File: config.mk
export PLATFORM = sky130hd
export DESIGN_NAME = ucs_top
export DESIGN_NICKNAME = d
export VERILOG_FILES = /design/src/rtl/ucs_pkg.sv /design/src/rtl/ucs_rate_div.sv /design/src/rtl/ucs_top.sv
export SDC_FILE = /design/constraint.sdc
export NUM_CORES = 1
export LEC_CHECK = 0
export ABC_AREA = 0
export BUFFER_PORTS_ARGS = -buffer_cell sky130_fd_sc_hd__buf_2
export CAP_MARGIN = 15
export CORE_MARGIN = 2
export CORE_UTILIZATION = 55
export DETAILED_ROUTE_END_ITERATION = 8
export PLACE_DENSITY_LB_ADDON = 0.08
export SYNTH_ARGS = -nofsm -noshare
export SYNTH_HDL_FRONTEND = slang
export SYNTH_HIERARCHICAL = 1
export SYNTH_SLANG_ARGS = --single-unit
File: constraint.sdc
create_clock -name aclk -period 4 [get_ports aclk]
set_clock_uncertainty 0.15 [all_clocks]
set_input_delay 0.6 -clock aclk [delete_from_list [all_inputs] [get_ports aclk]]
set_output_delay 0.6 -clock aclk [all_outputs]
set_load 0.03 [all_outputs]
File: src/rtl/ucs_pkg.sv
// constants and types shared by the serial control and status block
package ucs_pkg;

  // register indices; byte address is four times the index
  localparam logic [7:0] IDX_STATUS_A = 8'hC0;
  localparam logic [7:0] IDX_CTRL_B = 8'hC1;
  localparam logic [7:0] IDX_CTRL_C = 8'hC2;
  localparam logic [7:0] IDX_DATA = 8'hC6;
  localparam logic [7:0] IDX_IRQ_GLOBAL = 8'hC8;
  localparam int ADDR_W = 12;

  // status register a bit positions
  localparam int BIT_RXC = 7;
  localparam int BIT_TXC = 6;
  localparam int BIT_UDRE = 5;
  localparam int BIT_FE = 4;
  localparam int BIT_DOR = 3;
  localparam int BIT_UPE = 2;
  localparam int BIT_U2X = 1;
  localparam int BIT_MPCM = 0;

  // control register b bit positions
  localparam int BIT_RXCIE = 7;
  localparam int BIT_TXCIE = 6;
  localparam int BIT_UDRIE = 5;
  localparam int BIT_RXEN = 4;
  localparam int BIT_TXEN = 3;
  localparam int BIT_CSZ2 = 2;
  localparam int BIT_RX9 = 1;
  localparam int BIT_TX9 = 0;

  // reset values
  localparam logic [7:0] RST_STATUS_A = 8'h20;
  localparam logic [7:0] RST_CTRL_B = 8'h00;
  localparam logic [7:0] RST_CTRL_C = 8'h06;

  // mode, parity and size encodings
  localparam logic [1:0] MODE_ASYNC = 2'h0;
  localparam logic [1:0] MODE_SYNC = 2'h1;
  localparam logic [1:0] MODE_SPI = 2'h3;
  localparam logic [1:0] PAR_ODD = 2'h3;
  localparam logic [2:0] SIZE_9 = 3'h7;

  // rate ticks per bit
  localparam logic [4:0] SAMPLES_NORMAL = 5'h10;
  localparam logic [4:0] SAMPLES_DOUBLE = 5'h08;
  localparam logic [4:0] SAMPLES_SYNC = 5'h02;

  // bus responses
  localparam logic [1:0] RESP_OKAY = 2'h0;
  localparam logic [1:0] RESP_SLVERR = 2'h2;

  typedef enum logic [4:0] {
    TX_IDLE = 5'h01,
    TX_START = 5'h02,
    TX_DATA = 5'h04,
    TX_PARITY = 5'h08,
    TX_STOP = 5'h10
  } ucs_tx_state_t;

  typedef enum logic [4:0] {
    RX_IDLE = 5'h01,
    RX_START = 5'h02,
    RX_DATA = 5'h04,
    RX_PARITY = 5'h08,
    RX_STOP = 5'h10
  } ucs_rx_state_t;

endpackage : ucs_pkg

File: src/rtl/ucs_rate_div.sv
// rate divider giving a one-cycle tick every RATE_DIV clocks
module ucs_rate_div #(
  parameter int RATE_DIV = 4
) (
  input wire logic aclk,
  input wire logic aresetn,
  output logic tick
);

  logic [15:0] count;

  // free running; the divisor is the fixed RATE_DIV parameter
  always_ff @(posedge aclk)
  begin
    if (!aresetn)
    begin
      count <= 16'h0000;
      tick <= 1'b0;
    end
    else if (count == 16'(RATE_DIV - 1))
    begin
      count <= 16'h0000;
      tick <= 1'b1;
    end
    else
    begin
      count <= count + 16'h0001;
      tick <= 1'b0;
    end
  end

endmodule : ucs_rate_div

File: src/rtl/ucs_top.sv
// serial receiver/transmitter control, status and framing with bus slave
// Summary of operation
// - receive-complete bit 7 is high while the receive queue holds data
// - disabling the receiver flushes the queue, clearing receive-complete
// - transmit-complete bit 6 sets after frame out with buffer empty
// - buffer-empty bit 5 shows transmit buffer free; one after reset
// - frame error bit 4 when head character's first stop bit was zero
// - overrun bit 3 when start arrives with queue full and shifter full
// - parity error bit 2 for head character failing an enabled check
// - speed-double changes async divider 16 to 8; zero when synchronous
// - multi-processor filter drops frames without address mark; tx unaffected
// - each interrupt needs its enable, global flag and status flag
// - receiver enable takes rx pin; disable flushes and drops errors
// - transmitter takes tx pin; disable waits until all data sent
// - ninth received bit readable; software reads it before low bits
// - mode 00 async, 01 sync, 11 master spi, 10 reserved
// - spi order, phase and polarity accepted in the mode-setting write
// - parity 00 off, 10 even, 11 odd; tx appends, rx checks
// - stop select gives one or two transmitted stops; rx ignores it
// - size 000-011 gives 5-8 bits, 111 gives 9; others reserved
// - in spi mode data order one sends lsb first, zero msb
// - in spi mode error, speed, filter, ninth, size2, parity, stop unused
// - receive queue holds two entries, advancing on data register reads
// - transmit data writes are dropped while buffer-empty is clear
module ucs_top #(
  parameter int RATE_DIV = 4
) (
  input wire logic aclk,
  input wire logic aresetn,
  input wire logic [ucs_pkg::ADDR_W-1:0] s_axi_awaddr,
  input wire logic s_axi_awvalid,
  output logic s_axi_awready,
  input wire logic [31:0] s_axi_wdata,
  input wire logic [3:0] s_axi_wstrb,
  input wire logic s_axi_wvalid,
  output logic s_axi_wready,
  output logic [1:0] s_axi_bresp,
  output logic s_axi_bvalid,
  input wire logic s_axi_bready,
  input wire logic [ucs_pkg::ADDR_W-1:0] s_axi_araddr,
  input wire logic s_axi_arvalid,
  output logic s_axi_arready,
  output logic [31:0] s_axi_rdata,
  output logic [1:0] s_axi_rresp,
  output logic s_axi_rvalid,
  input wire logic s_axi_rready,
  input wire logic serial_rx_pin,
  output logic rx_pin_owned,
  output logic serial_tx_pin,
  output logic serial_tx_oe,
  input wire logic tx_complete_irq_ack,
  output logic rx_complete_irq,
  output logic tx_complete_irq,
  output logic tx_empty_irq
);

  // software controls
  logic speed_double, multiproc_filter, irq_global;
  logic rx_complete_irq_en, tx_complete_irq_en, tx_empty_irq_en;
  logic receiver_enable, transmitter_enable, char_size_bit2, tx_ninth_bit;
  logic [7:0] ctrl_c;
  logic tx_complete_flag;
  // bus state
  logic aw_held, w_held;
  logic [ucs_pkg::ADDR_W-1:0] aw_addr;
  logic [31:0] w_data;
  logic w_lane0;
  logic [31:0] next_rdata;
  logic [1:0] next_rresp;
  logic wr_fire, rd_fire, pop;
  // transmit path
  logic [8:0] tx_buf;
  logic tx_buf_full, tx_done;
  ucs_pkg::ucs_tx_state_t tx_state;
  logic [8:0] tx_shift;
  logic [3:0] tx_idx;
  logic [4:0] tx_samp;
  logic tx_stop2, tx_level;
  // receive path
  logic rx_meta, rx_sync, rx_prev;
  ucs_pkg::ucs_rx_state_t rx_state;
  logic [8:0] rx_shift;
  logic [3:0] rx_idx;
  logic [4:0] rx_samp;
  logic rx_par_bit, rx_done, rx_start;
  logic [11:0] rx_word;
  logic [11:0] pend;
  logic pend_valid;
  logic [11:0] q_mem [2];
  logic q_head;
  logic [1:0] q_count;
  logic [11:0] head;
  // shared framing values
  logic tick, spi, mode_ok, par_en, par_odd;
  logic [1:0] operating_mode_select, parity_mode;
  logic [2:0] char_size_code;
  logic [3:0] nbits;
  logic [4:0] spb, half;
  logic bit_end_tx, bit_end_rx;

  ucs_rate_div #(
    .RATE_DIV(RATE_DIV)
  ) u_rate (
    .aclk(aclk),
    .aresetn(aresetn),
    .tick(tick)
  );

  // decoded configuration
  assign operating_mode_select = ctrl_c[7:6];
  assign parity_mode = ctrl_c[5:4];
  assign char_size_code = {char_size_bit2, ctrl_c[2:1]};
  assign spi = (operating_mode_select == ucs_pkg::MODE_SPI);
  // mode 10 is reserved: both engines stay idle
  assign mode_ok = (operating_mode_select != 2'h2);
  assign par_en = parity_mode[1] && !spi;
  assign par_odd = (parity_mode == ucs_pkg::PAR_ODD);
  assign head = q_mem[q_head];

  // character length; reserved codes fall back to eight bits
  always_comb
  begin
    case (char_size_code)
      3'h0: nbits = 4'h5;
      3'h1: nbits = 4'h6;
      3'h2: nbits = 4'h7;
      ucs_pkg::SIZE_9: nbits = 4'h9;
      default: nbits = 4'h8;
    endcase
    if (spi)
      nbits = 4'h8;
  end

  // ticks per bit; doubling only matters in async mode
  always_comb
  begin
    if (operating_mode_select != ucs_pkg::MODE_ASYNC)
      spb = ucs_pkg::SAMPLES_SYNC;
    else if (speed_double)
      spb = ucs_pkg::SAMPLES_DOUBLE;
    else
      spb = ucs_pkg::SAMPLES_NORMAL;
    half = spb >> 1;
  end

  assign bit_end_tx = tick && (tx_samp == spb - 5'h01);
  assign bit_end_rx = tick && (rx_samp == spb - 5'h01);

  // bus handshakes: one write and one read in flight each
  assign wr_fire = aw_held && w_held && !s_axi_bvalid;
  assign rd_fire = s_axi_arvalid && s_axi_arready;
  assign pop = rd_fire && (s_axi_araddr[ucs_pkg::ADDR_W-1:2]
    == {2'b00, ucs_pkg::IDX_DATA}) && (q_count != 2'h0);

  always_ff @(posedge aclk)
  begin
    if (!aresetn)
    begin
      aw_held <= 1'b0;
      w_held <= 1'b0;
      s_axi_awready <= 1'b1;
      s_axi_wready <= 1'b1;
      s_axi_bvalid <= 1'b0;
      s_axi_bresp <= ucs_pkg::RESP_OKAY;
      aw_addr <= '0;
      w_data <= 32'h0000_0000;
      w_lane0 <= 1'b0;
    end
    else
    begin
      if (s_axi_awvalid && s_axi_awready)
      begin
        aw_held <= 1'b1;
        s_axi_awready <= 1'b0;
        aw_addr <= s_axi_awaddr;
      end
      if (s_axi_wvalid && s_axi_wready)
      begin
        w_held <= 1'b1;
        s_axi_wready <= 1'b0;
        w_data <= s_axi_wdata;
        w_lane0 <= s_axi_wstrb[0];
      end
      if (wr_fire)
      begin
        s_axi_bvalid <= 1'b1;
        case (aw_addr[ucs_pkg::ADDR_W-1:2])
          {2'b00, ucs_pkg::IDX_STATUS_A}, {2'b00, ucs_pkg::IDX_CTRL_B},
          {2'b00, ucs_pkg::IDX_CTRL_C}, {2'b00, ucs_pkg::IDX_DATA},
          {2'b00, ucs_pkg::IDX_IRQ_GLOBAL}:
            s_axi_bresp <= ucs_pkg::RESP_OKAY;
          default: s_axi_bresp <= ucs_pkg::RESP_SLVERR;
        endcase
      end
      if (s_axi_bvalid && s_axi_bready)
      begin
        s_axi_bvalid <= 1'b0;
        aw_held <= 1'b0;
        w_held <= 1'b0;
        s_axi_awready <= 1'b1;
        s_axi_wready <= 1'b1;
      end
    end
  end

  // control register writes; only byte lane zero carries data
  always_ff @(posedge aclk)
  begin
    if (!aresetn)
    begin
      speed_double <= ucs_pkg::RST_STATUS_A[ucs_pkg::BIT_U2X];
      multiproc_filter <= ucs_pkg::RST_STATUS_A[ucs_pkg::BIT_MPCM];
      {rx_complete_irq_en, tx_complete_irq_en, tx_empty_irq_en} <= 3'h0;
      {receiver_enable, transmitter_enable} <= 2'h0;
      char_size_bit2 <= ucs_pkg::RST_CTRL_B[ucs_pkg::BIT_CSZ2];
      tx_ninth_bit <= ucs_pkg::RST_CTRL_B[ucs_pkg::BIT_TX9];
      ctrl_c <= ucs_pkg::RST_CTRL_C;
      irq_global <= 1'b0;
    end
    else if (wr_fire && w_lane0)
    begin
      case (aw_addr[ucs_pkg::ADDR_W-1:2])
        {2'b00, ucs_pkg::IDX_STATUS_A}:
        begin
          // error positions are read-only, so written zeros are harmless
          speed_double <= w_data[ucs_pkg::BIT_U2X];
          multiproc_filter <= w_data[ucs_pkg::BIT_MPCM];
        end
        {2'b00, ucs_pkg::IDX_CTRL_B}:
        begin
          rx_complete_irq_en <= w_data[ucs_pkg::BIT_RXCIE];
          tx_complete_irq_en <= w_data[ucs_pkg::BIT_TXCIE];
          tx_empty_irq_en <= w_data[ucs_pkg::BIT_UDRIE];
          receiver_enable <= w_data[ucs_pkg::BIT_RXEN];
          transmitter_enable <= w_data[ucs_pkg::BIT_TXEN];
          char_size_bit2 <= w_data[ucs_pkg::BIT_CSZ2];
          tx_ninth_bit <= w_data[ucs_pkg::BIT_TX9];
        end
        // order, phase and polarity land with the mode bits at once
        {2'b00, ucs_pkg::IDX_CTRL_C}: ctrl_c <= w_data[7:0];
        {2'b00, ucs_pkg::IDX_IRQ_GLOBAL}: irq_global <= w_data[0];
        default: ;
      endcase
    end
  end

  // register read mux; error bits describe the queue head
  always_comb
  begin
    next_rdata = 32'h0000_0000;
    next_rresp = ucs_pkg::RESP_OKAY;
    case (s_axi_araddr[ucs_pkg::ADDR_W-1:2])
      {2'b00, ucs_pkg::IDX_STATUS_A}:
        next_rdata[7:0] = {q_count != 2'h0, tx_complete_flag,
          !tx_buf_full, {head[9], head[11], head[10]} & {3{!spi}},
          speed_double, multiproc_filter};
      {2'b00, ucs_pkg::IDX_CTRL_B}:
        next_rdata[7:0] = {rx_complete_irq_en, tx_complete_irq_en,
          tx_empty_irq_en, receiver_enable, transmitter_enable,
          char_size_bit2, head[8] && !spi, tx_ninth_bit};
      {2'b00, ucs_pkg::IDX_CTRL_C}: next_rdata[7:0] = ctrl_c;
      {2'b00, ucs_pkg::IDX_DATA}: next_rdata[7:0] = head[7:0];
      {2'b00, ucs_pkg::IDX_IRQ_GLOBAL}: next_rdata[0] = irq_global;
      default: next_rresp = ucs_pkg::RESP_SLVERR;
    endcase
  end

  always_ff @(posedge aclk)
  begin
    if (!aresetn)
    begin
      s_axi_arready <= 1'b1;
      s_axi_rvalid <= 1'b0;
      s_axi_rdata <= 32'h0000_0000;
      s_axi_rresp <= ucs_pkg::RESP_OKAY;
    end
    else if (rd_fire)
    begin
      s_axi_arready <= 1'b0;
      s_axi_rvalid <= 1'b1;
      s_axi_rdata <= next_rdata;
      s_axi_rresp <= next_rresp;
    end
    else if (s_axi_rvalid && s_axi_rready)
    begin
      s_axi_rvalid <= 1'b0;
      s_axi_arready <= 1'b1;
    end
  end

  // transmit buffer; a write while full is simply lost
  always_ff @(posedge aclk)
  begin
    if (!aresetn)
    begin
      tx_buf_full <= !ucs_pkg::RST_STATUS_A[ucs_pkg::BIT_UDRE];
      tx_buf <= 9'h000;
    end
    else if (wr_fire && w_lane0 && !tx_buf_full && (aw_addr
      [ucs_pkg::ADDR_W-1:2] == {2'b00, ucs_pkg::IDX_DATA}))
    begin
      tx_buf <= {tx_ninth_bit, w_data[7:0]};
      tx_buf_full <= 1'b1;
    end
    else if (tx_state == ucs_pkg::TX_IDLE && serial_tx_oe && mode_ok)
      tx_buf_full <= 1'b0;
  end

  // pin stays ours after disable until shifter and buffer drain
  always_ff @(posedge aclk)
  begin
    if (!aresetn)
      serial_tx_oe <= 1'b0;
    else
      serial_tx_oe <= transmitter_enable || (serial_tx_oe &&
        (tx_buf_full || tx_state != ucs_pkg::TX_IDLE));
  end

  // transmit framing engine
  always_ff @(posedge aclk)
  begin
    if (!aresetn)
    begin
      tx_state <= ucs_pkg::TX_IDLE;
      tx_shift <= 9'h000;
      tx_idx <= 4'h0;
      tx_samp <= 5'h00;
      tx_stop2 <= 1'b0;
      tx_done <= 1'b0;
    end
    else
    begin
      tx_done <= 1'b0;
      if (tx_state != ucs_pkg::TX_IDLE && tick)
        tx_samp <= bit_end_tx ? 5'h00 : tx_samp + 5'h01;
      case (tx_state)
        ucs_pkg::TX_IDLE:
          if (tx_buf_full && serial_tx_oe && mode_ok)
          begin
            tx_shift <= tx_buf & (9'h1FF >> (4'h9 - nbits));
            tx_idx <= 4'h0;
            tx_samp <= 5'h00;
            tx_stop2 <= 1'b0;
            tx_state <= spi ? ucs_pkg::TX_DATA : ucs_pkg::TX_START;
          end
        ucs_pkg::TX_START:
          if (bit_end_tx)
            tx_state <= ucs_pkg::TX_DATA;
        ucs_pkg::TX_DATA:
          if (bit_end_tx)
          begin
            tx_idx <= tx_idx + 4'h1;
            if (tx_idx == nbits - 4'h1)
            begin
              if (spi)
              begin
                tx_state <= ucs_pkg::TX_IDLE;
                tx_done <= 1'b1;
              end
              else
                tx_state <= par_en ? ucs_pkg::TX_PARITY
                  : ucs_pkg::TX_STOP;
            end
          end
        ucs_pkg::TX_PARITY:
          if (bit_end_tx)
            tx_state <= ucs_pkg::TX_STOP;
        ucs_pkg::TX_STOP:
          if (bit_end_tx)
          begin
            if (ctrl_c[3] && !tx_stop2)
              tx_stop2 <= 1'b1;
            else
            begin
              tx_state <= ucs_pkg::TX_IDLE;
              tx_done <= 1'b1;
            end
          end
        default: tx_state <= ucs_pkg::TX_IDLE;
      endcase
    end
  end

  // line level for the current bit; spi order picks the end
  always_comb
  begin
    case (tx_state)
      ucs_pkg::TX_START: tx_level = 1'b0;
      ucs_pkg::TX_DATA:
        if (spi && !ctrl_c[2])
          tx_level = tx_shift[3'h7 - tx_idx[2:0]];
        else
          tx_level = tx_shift[tx_idx];
      ucs_pkg::TX_PARITY: tx_level = (^tx_shift) ^ par_odd;
      default: tx_level = 1'b1;
    endcase
  end

  always_ff @(posedge aclk)
  begin
    if (!aresetn)
      serial_tx_pin <= 1'b1;
    else
      serial_tx_pin <= tx_level;
  end

  // transmit-complete: set beats clear, service or write-one clears
  always_ff @(posedge aclk)
  begin
    if (!aresetn)
      tx_complete_flag <= ucs_pkg::RST_STATUS_A[ucs_pkg::BIT_TXC];
    else if (tx_done && !tx_buf_full)
      tx_complete_flag <= 1'b1;
    else if (tx_complete_irq_ack || (wr_fire && w_lane0 &&
      w_data[ucs_pkg::BIT_TXC] && (aw_addr[ucs_pkg::ADDR_W-1:2]
      == {2'b00, ucs_pkg::IDX_STATUS_A})))
      tx_complete_flag <= 1'b0;
  end

  // pin synchroniser; rx_meta feeds only rx_sync
  always_ff @(posedge aclk)
  begin
    if (!aresetn)
    begin
      rx_meta <= 1'b1;
      rx_sync <= 1'b1;
      rx_prev <= 1'b1;
      rx_pin_owned <= 1'b0;
    end
    else
    begin
      rx_meta <= serial_rx_pin;
      rx_sync <= rx_meta;
      rx_prev <= rx_sync;
      rx_pin_owned <= receiver_enable;
    end
  end

  // receive framing engine; samples mid-bit, ignores stop select
  always_ff @(posedge aclk)
  begin
    if (!aresetn || !receiver_enable)
    begin
      rx_state <= ucs_pkg::RX_IDLE;
      rx_shift <= 9'h000;
      rx_idx <= 4'h0;
      rx_samp <= 5'h00;
      rx_par_bit <= 1'b0;
      rx_done <= 1'b0;
      rx_start <= 1'b0;
      rx_word <= 12'h000;
    end
    else
    begin
      rx_done <= 1'b0;
      rx_start <= 1'b0;
      if (rx_state != ucs_pkg::RX_IDLE && tick)
        rx_samp <= bit_end_rx ? 5'h00 : rx_samp + 5'h01;
      case (rx_state)
        ucs_pkg::RX_IDLE:
          // a start needs the line high first, so a long low after a
          // zero stop bit is not taken for another frame
          if (mode_ok && (spi || (rx_prev && !rx_sync)))
          begin
            rx_shift <= 9'h000;
            rx_idx <= 4'h0;
            rx_samp <= spi ? half : 5'h00;
            rx_start <= !spi;
            rx_state <= spi ? ucs_pkg::RX_DATA : ucs_pkg::RX_START;
          end
        ucs_pkg::RX_START:
          if (tick && rx_samp == half - 5'h01)
          begin
            rx_samp <= 5'h00;
            rx_state <= rx_sync ? ucs_pkg::RX_IDLE : ucs_pkg::RX_DATA;
          end
        ucs_pkg::RX_DATA:
          if (bit_end_rx)
          begin
            if (spi && !ctrl_c[2])
              rx_shift[3'h7 - rx_idx[2:0]] <= rx_sync;
            else
              rx_shift[rx_idx] <= rx_sync;
            rx_idx <= rx_idx + 4'h1;
            if (rx_idx == nbits - 4'h1)
            begin
              if (spi)
              begin
                rx_word <= {3'h0, rx_shift[8], rx_shift[7:1], rx_sync};
                rx_word[7:0] <= ctrl_c[2] ? {rx_sync, rx_shift[6:0]}
                  : {rx_shift[7:1], rx_sync};
                rx_done <= 1'b1;
                rx_state <= ucs_pkg::RX_IDLE;
              end
              else
                rx_state <= par_en ? ucs_pkg::RX_PARITY
                  : ucs_pkg::RX_STOP;
            end
          end
        ucs_pkg::RX_PARITY:
          if (bit_end_rx)
          begin
            rx_par_bit <= rx_sync;
            rx_state <= ucs_pkg::RX_STOP;
          end
        ucs_pkg::RX_STOP:
          if (bit_end_rx)
          begin
            rx_state <= ucs_pkg::RX_IDLE;
            // address mark: ninth bit, else the first stop bit
            rx_done <= !(multiproc_filter && ((char_size_code ==
              ucs_pkg::SIZE_9) ? !rx_shift[8] : !rx_sync));
            rx_word <= {1'b0,
              par_en && (rx_par_bit != ((^rx_shift) ^ par_odd)),
              !rx_sync, rx_shift};
          end
        default: rx_state <= ucs_pkg::RX_IDLE;
      endcase
    end
  end

  // shifter holding slot and two-entry queue, flushed on rx disable
  always_ff @(posedge aclk)
  begin
    if (!aresetn || !receiver_enable)
    begin
      pend <= 12'h000;
      pend_valid <= 1'b0;
      q_head <= 1'b0;
      q_count <= 2'h0;
      q_mem[0] <= 12'h000;
      q_mem[1] <= 12'h000;
    end
    else
    begin
      if (rx_start && q_count == 2'h2 && pend_valid && !pop)
        pend[11] <= 1'b1;
      if (rx_done && !(pend_valid && !(q_count != 2'h2 || pop)))
      begin
        pend <= rx_word;
        pend_valid <= 1'b1;
      end
      else if (pend_valid && (q_count != 2'h2 || pop))
        pend_valid <= 1'b0;
      if (pend_valid && (q_count != 2'h2 || pop))
        q_mem[q_head ^ q_count[0]] <= pend;
      if (pop)
        q_head <= !q_head;
      q_count <= q_count + {1'b0, pend_valid && (q_count != 2'h2 || pop)}
        - {1'b0, pop};
    end
  end

  // interrupt requests gated by enable, global flag and status
  always_ff @(posedge aclk)
  begin
    if (!aresetn)
    begin
      rx_complete_irq <= 1'b0;
      tx_complete_irq <= 1'b0;
      tx_empty_irq <= 1'b0;
    end
    else
    begin
      rx_complete_irq <= rx_complete_irq_en && irq_global
        && (q_count != 2'h0);
      tx_complete_irq <= tx_complete_irq_en && irq_global
        && tx_complete_flag;
      tx_empty_irq <= tx_empty_irq_en && irq_global && !tx_buf_full;
    end
  end

endmodule : ucs_top

# Word level (Yosys, flattened, before mapping)
# Memories as Yosys holds them, arrays and structs flattened. A register that Yosys moved wholly into a read port is not among the register bits.
# Cells that the tools add are included.
[totals]
register_bits = 174
mem_bits_rw = 24
in_bits = 69
out_inout_bits = 47
elab_cells = 340
memories = 1
[memory_table]
columns = ["name", "words", "width", "read_ports", "rd_clocked_by_memory_dff", "write_ports", "line", "source"]
rows = [
  ["q_mem", 2, 12, 1, 1, 2, "ucs_top.sv:89", "logic [11:0] q_mem [2];"],
]
[classes]
add_sub_neg = 13
n_lt_le_gt_ge = 6
n_eq_ne = 52
shifts = 1
mux = 103
n_bitwise = 8
reduce_logical = 99
[ops]
columns = ["op", "count"]
rows = [
  ["two-way mux 5 bit", 25],
  ["equality test 10 x 8 -> 1 bit, second input constant", 10],
  ["two-way mux 12 bit", 6],
  ["case mux 5 bit (5 select lines)", 2],
  ["logical AND 1 bit", 47],
  ["two-way mux 1 bit", 38],
  ["!= test 2 bit, second input constant", 16],
  ["case mux 7 bit (4 select lines)", 1],
  ["two-way mux 9 bit", 3],
  ["two-way mux 4 bit", 6],
  ["case mux 12 bit (2 select lines)", 1],
  ["nonzero test 2 bit", 11],
  ["bitwise mux 9 bit", 2],
  ["case mux 9 bit (2 select lines)", 1],
  ["XOR reduction 9 bit", 2],
  ["adder 16 x 1 -> 16 bit, second input constant", 1],
  ["equality test 16 x 2 -> 1 bit, second input constant", 1],
  ["case mux 4 bit (2 select lines)", 2],
  ["case mux 4 bit (4 select lines)", 1],
  ["equality test 5 bit", 3],
  ["logical NOT 1 bit", 14],
  ["AND reduction 2 bit", 6],
  ["OR reduction 12 bit", 1],
  ["adder 5 x 1 -> 5 bit, second input constant", 2],
  ["51 further kinds", 80],
]

# Logic depth before layout (Yosys ltp)
[depth]
ltp_word = 10
depth_mapped = 13
depth_no_buf = 11

# Hierarchy
# The synthesis kept the hierarchy.
[by_module_without_submodules]
columns = ["mod", "instances", "cells_each", "area_per_inst_um2", "seq_area_each_um2"]
rows = [
  ["ucs_top", 1, 972, 8699.6, 3783.6],
  ["ucs_rate_div", 1, 83, 762.0, 340.3],
]

# Least setup slack after synthesis
# No wires, ideal clock.
[synth_path]
path_kind = "reg2reg"
start = "register ctrl_c[6]"
end = "register rx_word[9]"
arrival_time_ps = 3151
slack_ps = 582
stages_incl_launch_ff = 13
path_buffers = 1
path_cell_list = "dfxtp_1 > buf_2 > a221oi_2 > inv_1 > nor2_1 > inv_1 > ha_1 > and3b_1 > a221o_1 > a211o_1 > a211oi_2 > nor2_1 > a32o_1"
[synth_via]
elab_chain_len = 7
word_cells_on_any_way = 14
[synth_rtl]
columns = ["element", "line", "source"]
rows = [
  ["start: declaration", "ucs_top.sv:61", "logic [7:0] ctrl_c;"],
  ["start signal: assignment", "ucs_top.sv:217", "ctrl_c <= ucs_pkg::RST_CTRL_C;"],
  ["start signal: assignment", "ucs_top.sv:240", "{2'b00, ucs_pkg::IDX_CTRL_C}: ctrl_c <= w_data[7:0];"],
  ["nonzero test 2 bit", "ucs_top.sv:137", "if (operating_mode_select != ucs_pkg::MODE_ASYNC)"],
  ["two-way mux 5 bit", "ucs_top.sv:137", ""],
  ["subtractor 5 x 1 -> 5 bit", "ucs_top.sv:147", "assign bit_end_rx = tick && (rx_samp == spb - 5'h01);"],
  ["equality test 5 bit", "ucs_top.sv:147", ""],
  ["logical AND 1 bit", "ucs_top.sv:147", ""],
  ["!= test 2 bit (no source line)", "n/a", ""],
  ["AND reduction 5 bit (no source line) (*)", "n/a", ""],
  ["end signal: assignment", "ucs_top.sv:489", "rx_word <= {3'h0, rx_shift[8], rx_shift[7:1], rx_sync};"],
  ["end signal: assignment", "ucs_top.sv:513", "rx_word <= {1'b0,"],
  ["end: declaration", "ucs_top.sv:86", "logic [11:0] rx_word;"],
]
# Mark *: on every way between the ends. The rest lies on a longest branch, timed or not.
# A chain may end at the register's enable or synchronous reset.

# Final worst setup path
[layout_path]
start = "register ctrl_c[1]"
end = "register rx_word[9]"
[layout_via]
elab_chain_len = 7
word_cells_on_any_way = 10
[layout_rtl]
columns = ["element", "line", "source"]
rows = [
  ["equality test 3 bit, or another cell as far along", "ucs_top.sv:123", "case (char_size_code)"],
  ["case mux 4 bit (4 select lines) (*)", "ucs_top.sv:123", ""],
  ["two-way mux 4 bit (*)", "ucs_top.sv:130", "if (spi)"],
  ["subtractor 4 x 1 -> 4 bit (*)", "ucs_top.sv:485", "if (rx_idx == nbits - 4'h1)"],
  ["equality test 4 bit (*)", "ucs_top.sv:485", ""],
  ["!= test 2 bit (no source line) (*)", "n/a", ""],
  ["AND reduction 5 bit (no source line) (*)", "n/a", ""],
]
# Marked as above.

==> flow_metrics.py <==
metrics = {
    "synth": {
        "synth-main-ff-cell": "dfxtp_1",
        "synth.yosys.seq_area_share_pct": 43.6,
        "ys_top_cells_by_area": "dfxtp_1, edfxtp_1, mux2i_1",
        "ys_ff_latch": 194,
        "synth_edf_count": 24,
        "yosys.cell_types.count": 80,
        "syn_area_um2": 9460,
        "synth-async-reset-ratio_pct": 0,
        "yosys_warnings": 6,
        "yosys.area.top_type": "dfxtp_1",
        "synth.avg_cell_area_um2": 8.97,
        "syn_inst": 1055,
        "synth_top_area_share_pct": 36.0,
    },
    "global_route": {
        "grt_pass1_vias": 6826,
        "overflow": 0,
        "grt_max_degree": 44,
        "grt_pass1_wl_um": 34400,
        "antenna_found_initial": 0,
        "track_usage_pct": 23.5,
    },
    "routing": {
        "num_vias": 7419,
        "via_per_inst": 5.60,
        "wirelength_um": 20700,
        "drt-initial-drc-count": 346,
        "drc": 0,
        "ant_nets": 0,
        "routedWlPerCell_um": 15.6,
        "first_pass_iters": 5,
    },
    "setup_path": {
        "cp.required_ps": 4180,
        "cp-end-kind": "register",
        "cp_cell_sequence": "a221oi_2 > inv_1 > nor2_1 > inv_1 > ha_1 > and3b_1 > a221o_1 > a211o_1 > a211oi_2 > buf_4 > nor2_1 > a32o_1",
        "cp_top_family": "compound AO/OA/AOI/OAI gates",
        "r2r_cells": 12,
        "start_kind": "register",
        "cp_max_fo": 10,
        "cp_slowest_cell": "dfxtp_1",
        "crit_path_max_incr_delay_ps": 410,
        "cp.arrival_ps": 3590,
        "critical_path_class": "register to register",
        "crit_cells": 12,
        "crit_buf_inv": 3,
    },
    "floorplan": {
        "start_util_pct": 56.7,
        "die_y_um": 135,
        "fp.dieW_um": 135,
        "core_area_um2": 16700,
        "row_count": 47,
        "die_area_um2": 18300,
        "ios": 116,
    },
    "placed_design": {
        "place_area_um2": 9820,
        "hpwl_um": 14700,
        "portBuffers": 58,
        "place_ws_ps": 623,
        "numPlacedInstances": 1294,
        "gp_congestion": 0.846,
    },
    "timing": {
        "fmax_ghz": 0.293,
        "fin_crit_sh_pct": 85.4,
        "finalMaxSlewViolations": 0,
        "postLayoutSetupSlackWorst_ps": 584,
        "hold_ws_ps": 201,
        "tightest_slew_ps": 687,
        "slew_headroom_pct": 54.0,
        "rsz0062_at_grt": "false",
        "setup-violations-final": 0,
        "hold_viol_final": 0,
        "tns_ps": 0,
        "final.min_clock_period_ps": 3420,
    },
    "min_path": {
        "hp-class": "input port to register",
        "hold_depth": 2,
    },
    "power_and_ir_drop": {
        "switching_share_pct": 24.5,
        "ir_drop_mv": 0.293,
        "pwr-share-clk_pct": 42.7,
        "p_switching_mw": 0.984,
        "internal-power_mw": 3.03,
        "seqPwrFrac_pct": 50.8,
        "power_mw": 4.01,
        "leakage_nw": 4.08,
        "pwr-share-comb_pct": 6.5,
        "power_density_nw_per_um2": 385,
    },
    "clocking": {
        "ctsResizeCount": 0,
        "root_buffer": "clkbuf_16",
        "ctsHoldBuffers": 0,
        "htreeDepth": 4,
        "cts_setup_buffers": 0,
        "cts_tree": "done",
        "cts.clk_slew.worst_paths_ps": 70,
        "cts_buffers": 17,
        "insertion_delay_ps": 440,
        "clock-sinks": 194,
        "cts_buffer_depth": 2,
    },
    "final_layout": {
        "final_layout_size_suffix_gt1_share_pct": 12.1,
        "syn_to_final_growth_pct": 10.0,
        "diodes": 0,
        "post-route-util_pct": 62.3,
        "final_nets": 1178,
        "fillCellCount": 1482,
        "fin_area_um2": 10400,
        "fin_cells": 1326,
    },
    "outcome": {
        "status": "finished clean",
    },
    "job": {
        "cap_violations": 0,
    },
}
worst reg2reg max path, stage by stage, from the launching register on:
cell	delay, ps
dfxtp_1	410
a221oi_2	320
inv_1	130
nor2_1	210
inv_1	130
ha_1	300
and3b_1	190
a221o_1	340
a211o_1	340
a211oi_2	250
buf_4	190
nor2_1	70
a32o_1	280
cells in the mapped netlist, types with 4 or more instances:
library cell and n:
nand2b_1 13, nor3_1 22, a32oi_1 8, o211ai_1 4, a32o_1 4, mux2i_1 64, and4_1 4, o21ai_0 43
a22o_1 4, or3_1 7, nor2_1 125, inv_1 20, o22ai_1 9, and3b_1 5, nand4_1 19, o21a_1 9
dfxtp_1 170, xor2_1 24, nand2_1 111, nor2b_1 5, edfxtp_1 24, mux4_2 4, nand3_1 30, and3_1 11
a22oi_1 6, a21oi_1 64, nor4_1 5, clkbuf_1 41, mux2_2 8, o31ai_1 4, a211o_1 6, ha_1 16
xnor2_1 30, a31oi_1 6, buf_2 6, buf_4 28, and2_1 32, nand3b_1 4
power groups by stage:
stage	logic (mW)	registers, mW	clock network (mW)
final	0.261	2.04	1.71
after global routing	0.289	2.04	1.83
after CTS	0.262	2.04	1.75
after detailed placement	0.262	2.08	0
after global placement	0.261	2.08	0
after floorplan	0.201	2.09	0
cells in the final DEF (no fill, tap or decap), drive strengths merged, types with 7 or more instances in the layout:
cell type	instances
a211o	7
a21oi	65
a32oi	8
and2	32
and3	11
buf	73
clkbuf	19
conb	26
dfxtp	170
edfxtp	24
ha	16
inv	26
mux2	8
mux2i	64
nand2	112
nand2b	13
nand3	31
nand4	19
nor2	126
nor3	23
o21a	9
o21ai	46
o22ai	9
or3	7
xnor2	30
xor2	24
worst paths after layout:
check / from / to / slack [ps]
worst min register to register: rx_meta / rx_sync / 270
worst min-delay path: serial_rx_pin / rx_meta / 200
worst max-delay path: ctrl_c[1] / rx_word[9] / 580
worst max register to register: ctrl_c[1] / rx_word[9] / 580
per-layer routing:
layer | share of wire (%) | vias up | track usage, %
met5 | 0 | - | 0
met4 | 1.2 | 0 | 5.61
met3 | 4.1 | 16 | 4.56
met2 | 47 | 157 | 38.5
met1 | 48 | 3487 | 32.3
li1 | - | 3759 | -
cell type report:
type | count | area, um2 | share of cell area (%)
clock inverters | 13 | 153 | 1.47
clock buffers | 19 | 433 | 4.16
well taps | 220 | 275 | 2.64
inverters | 20 | 75.1 | 0.721
multi-input cells | 787 | 4940 | 47.5
repair buffers | 73 | 403 | 3.87
flip-flops and latches | 194 | 4120 | 39.6
sequential cells by signal, indices dropped and copies added, names as in the netlist, 8 cells and up, named ones only:
| name | count |
|---|---|
| pend | 12 |
| q_mem | 24 |
| s_axi_rdata | 8 |
| tx_shift | 9 |
| u_rate/count | 16 |
| w_data | 8 |
| aw_addr | 10 |
| rx_shift | 9 |
| rx_word | 11 |
| tx_buf | 9 |
| ctrl_c | 8 |
logic make-up after synthesis:
group | Yosys count | share of synthesized area, %
and+or+nand+nor | 419 | 21.9
AOI/OAI and AO/OA | 195 | 13.3
DFF | 194 | 43.6
buffers and inverters | 99 | 5.20
muxes | 76 | 8.67
xor gates and xnor gates | 55 | 5.24
adders and majority gates | 16 | 2.12
other | 1 | 0.0396
Note: power is estimated with default switching activity, not from simulation.
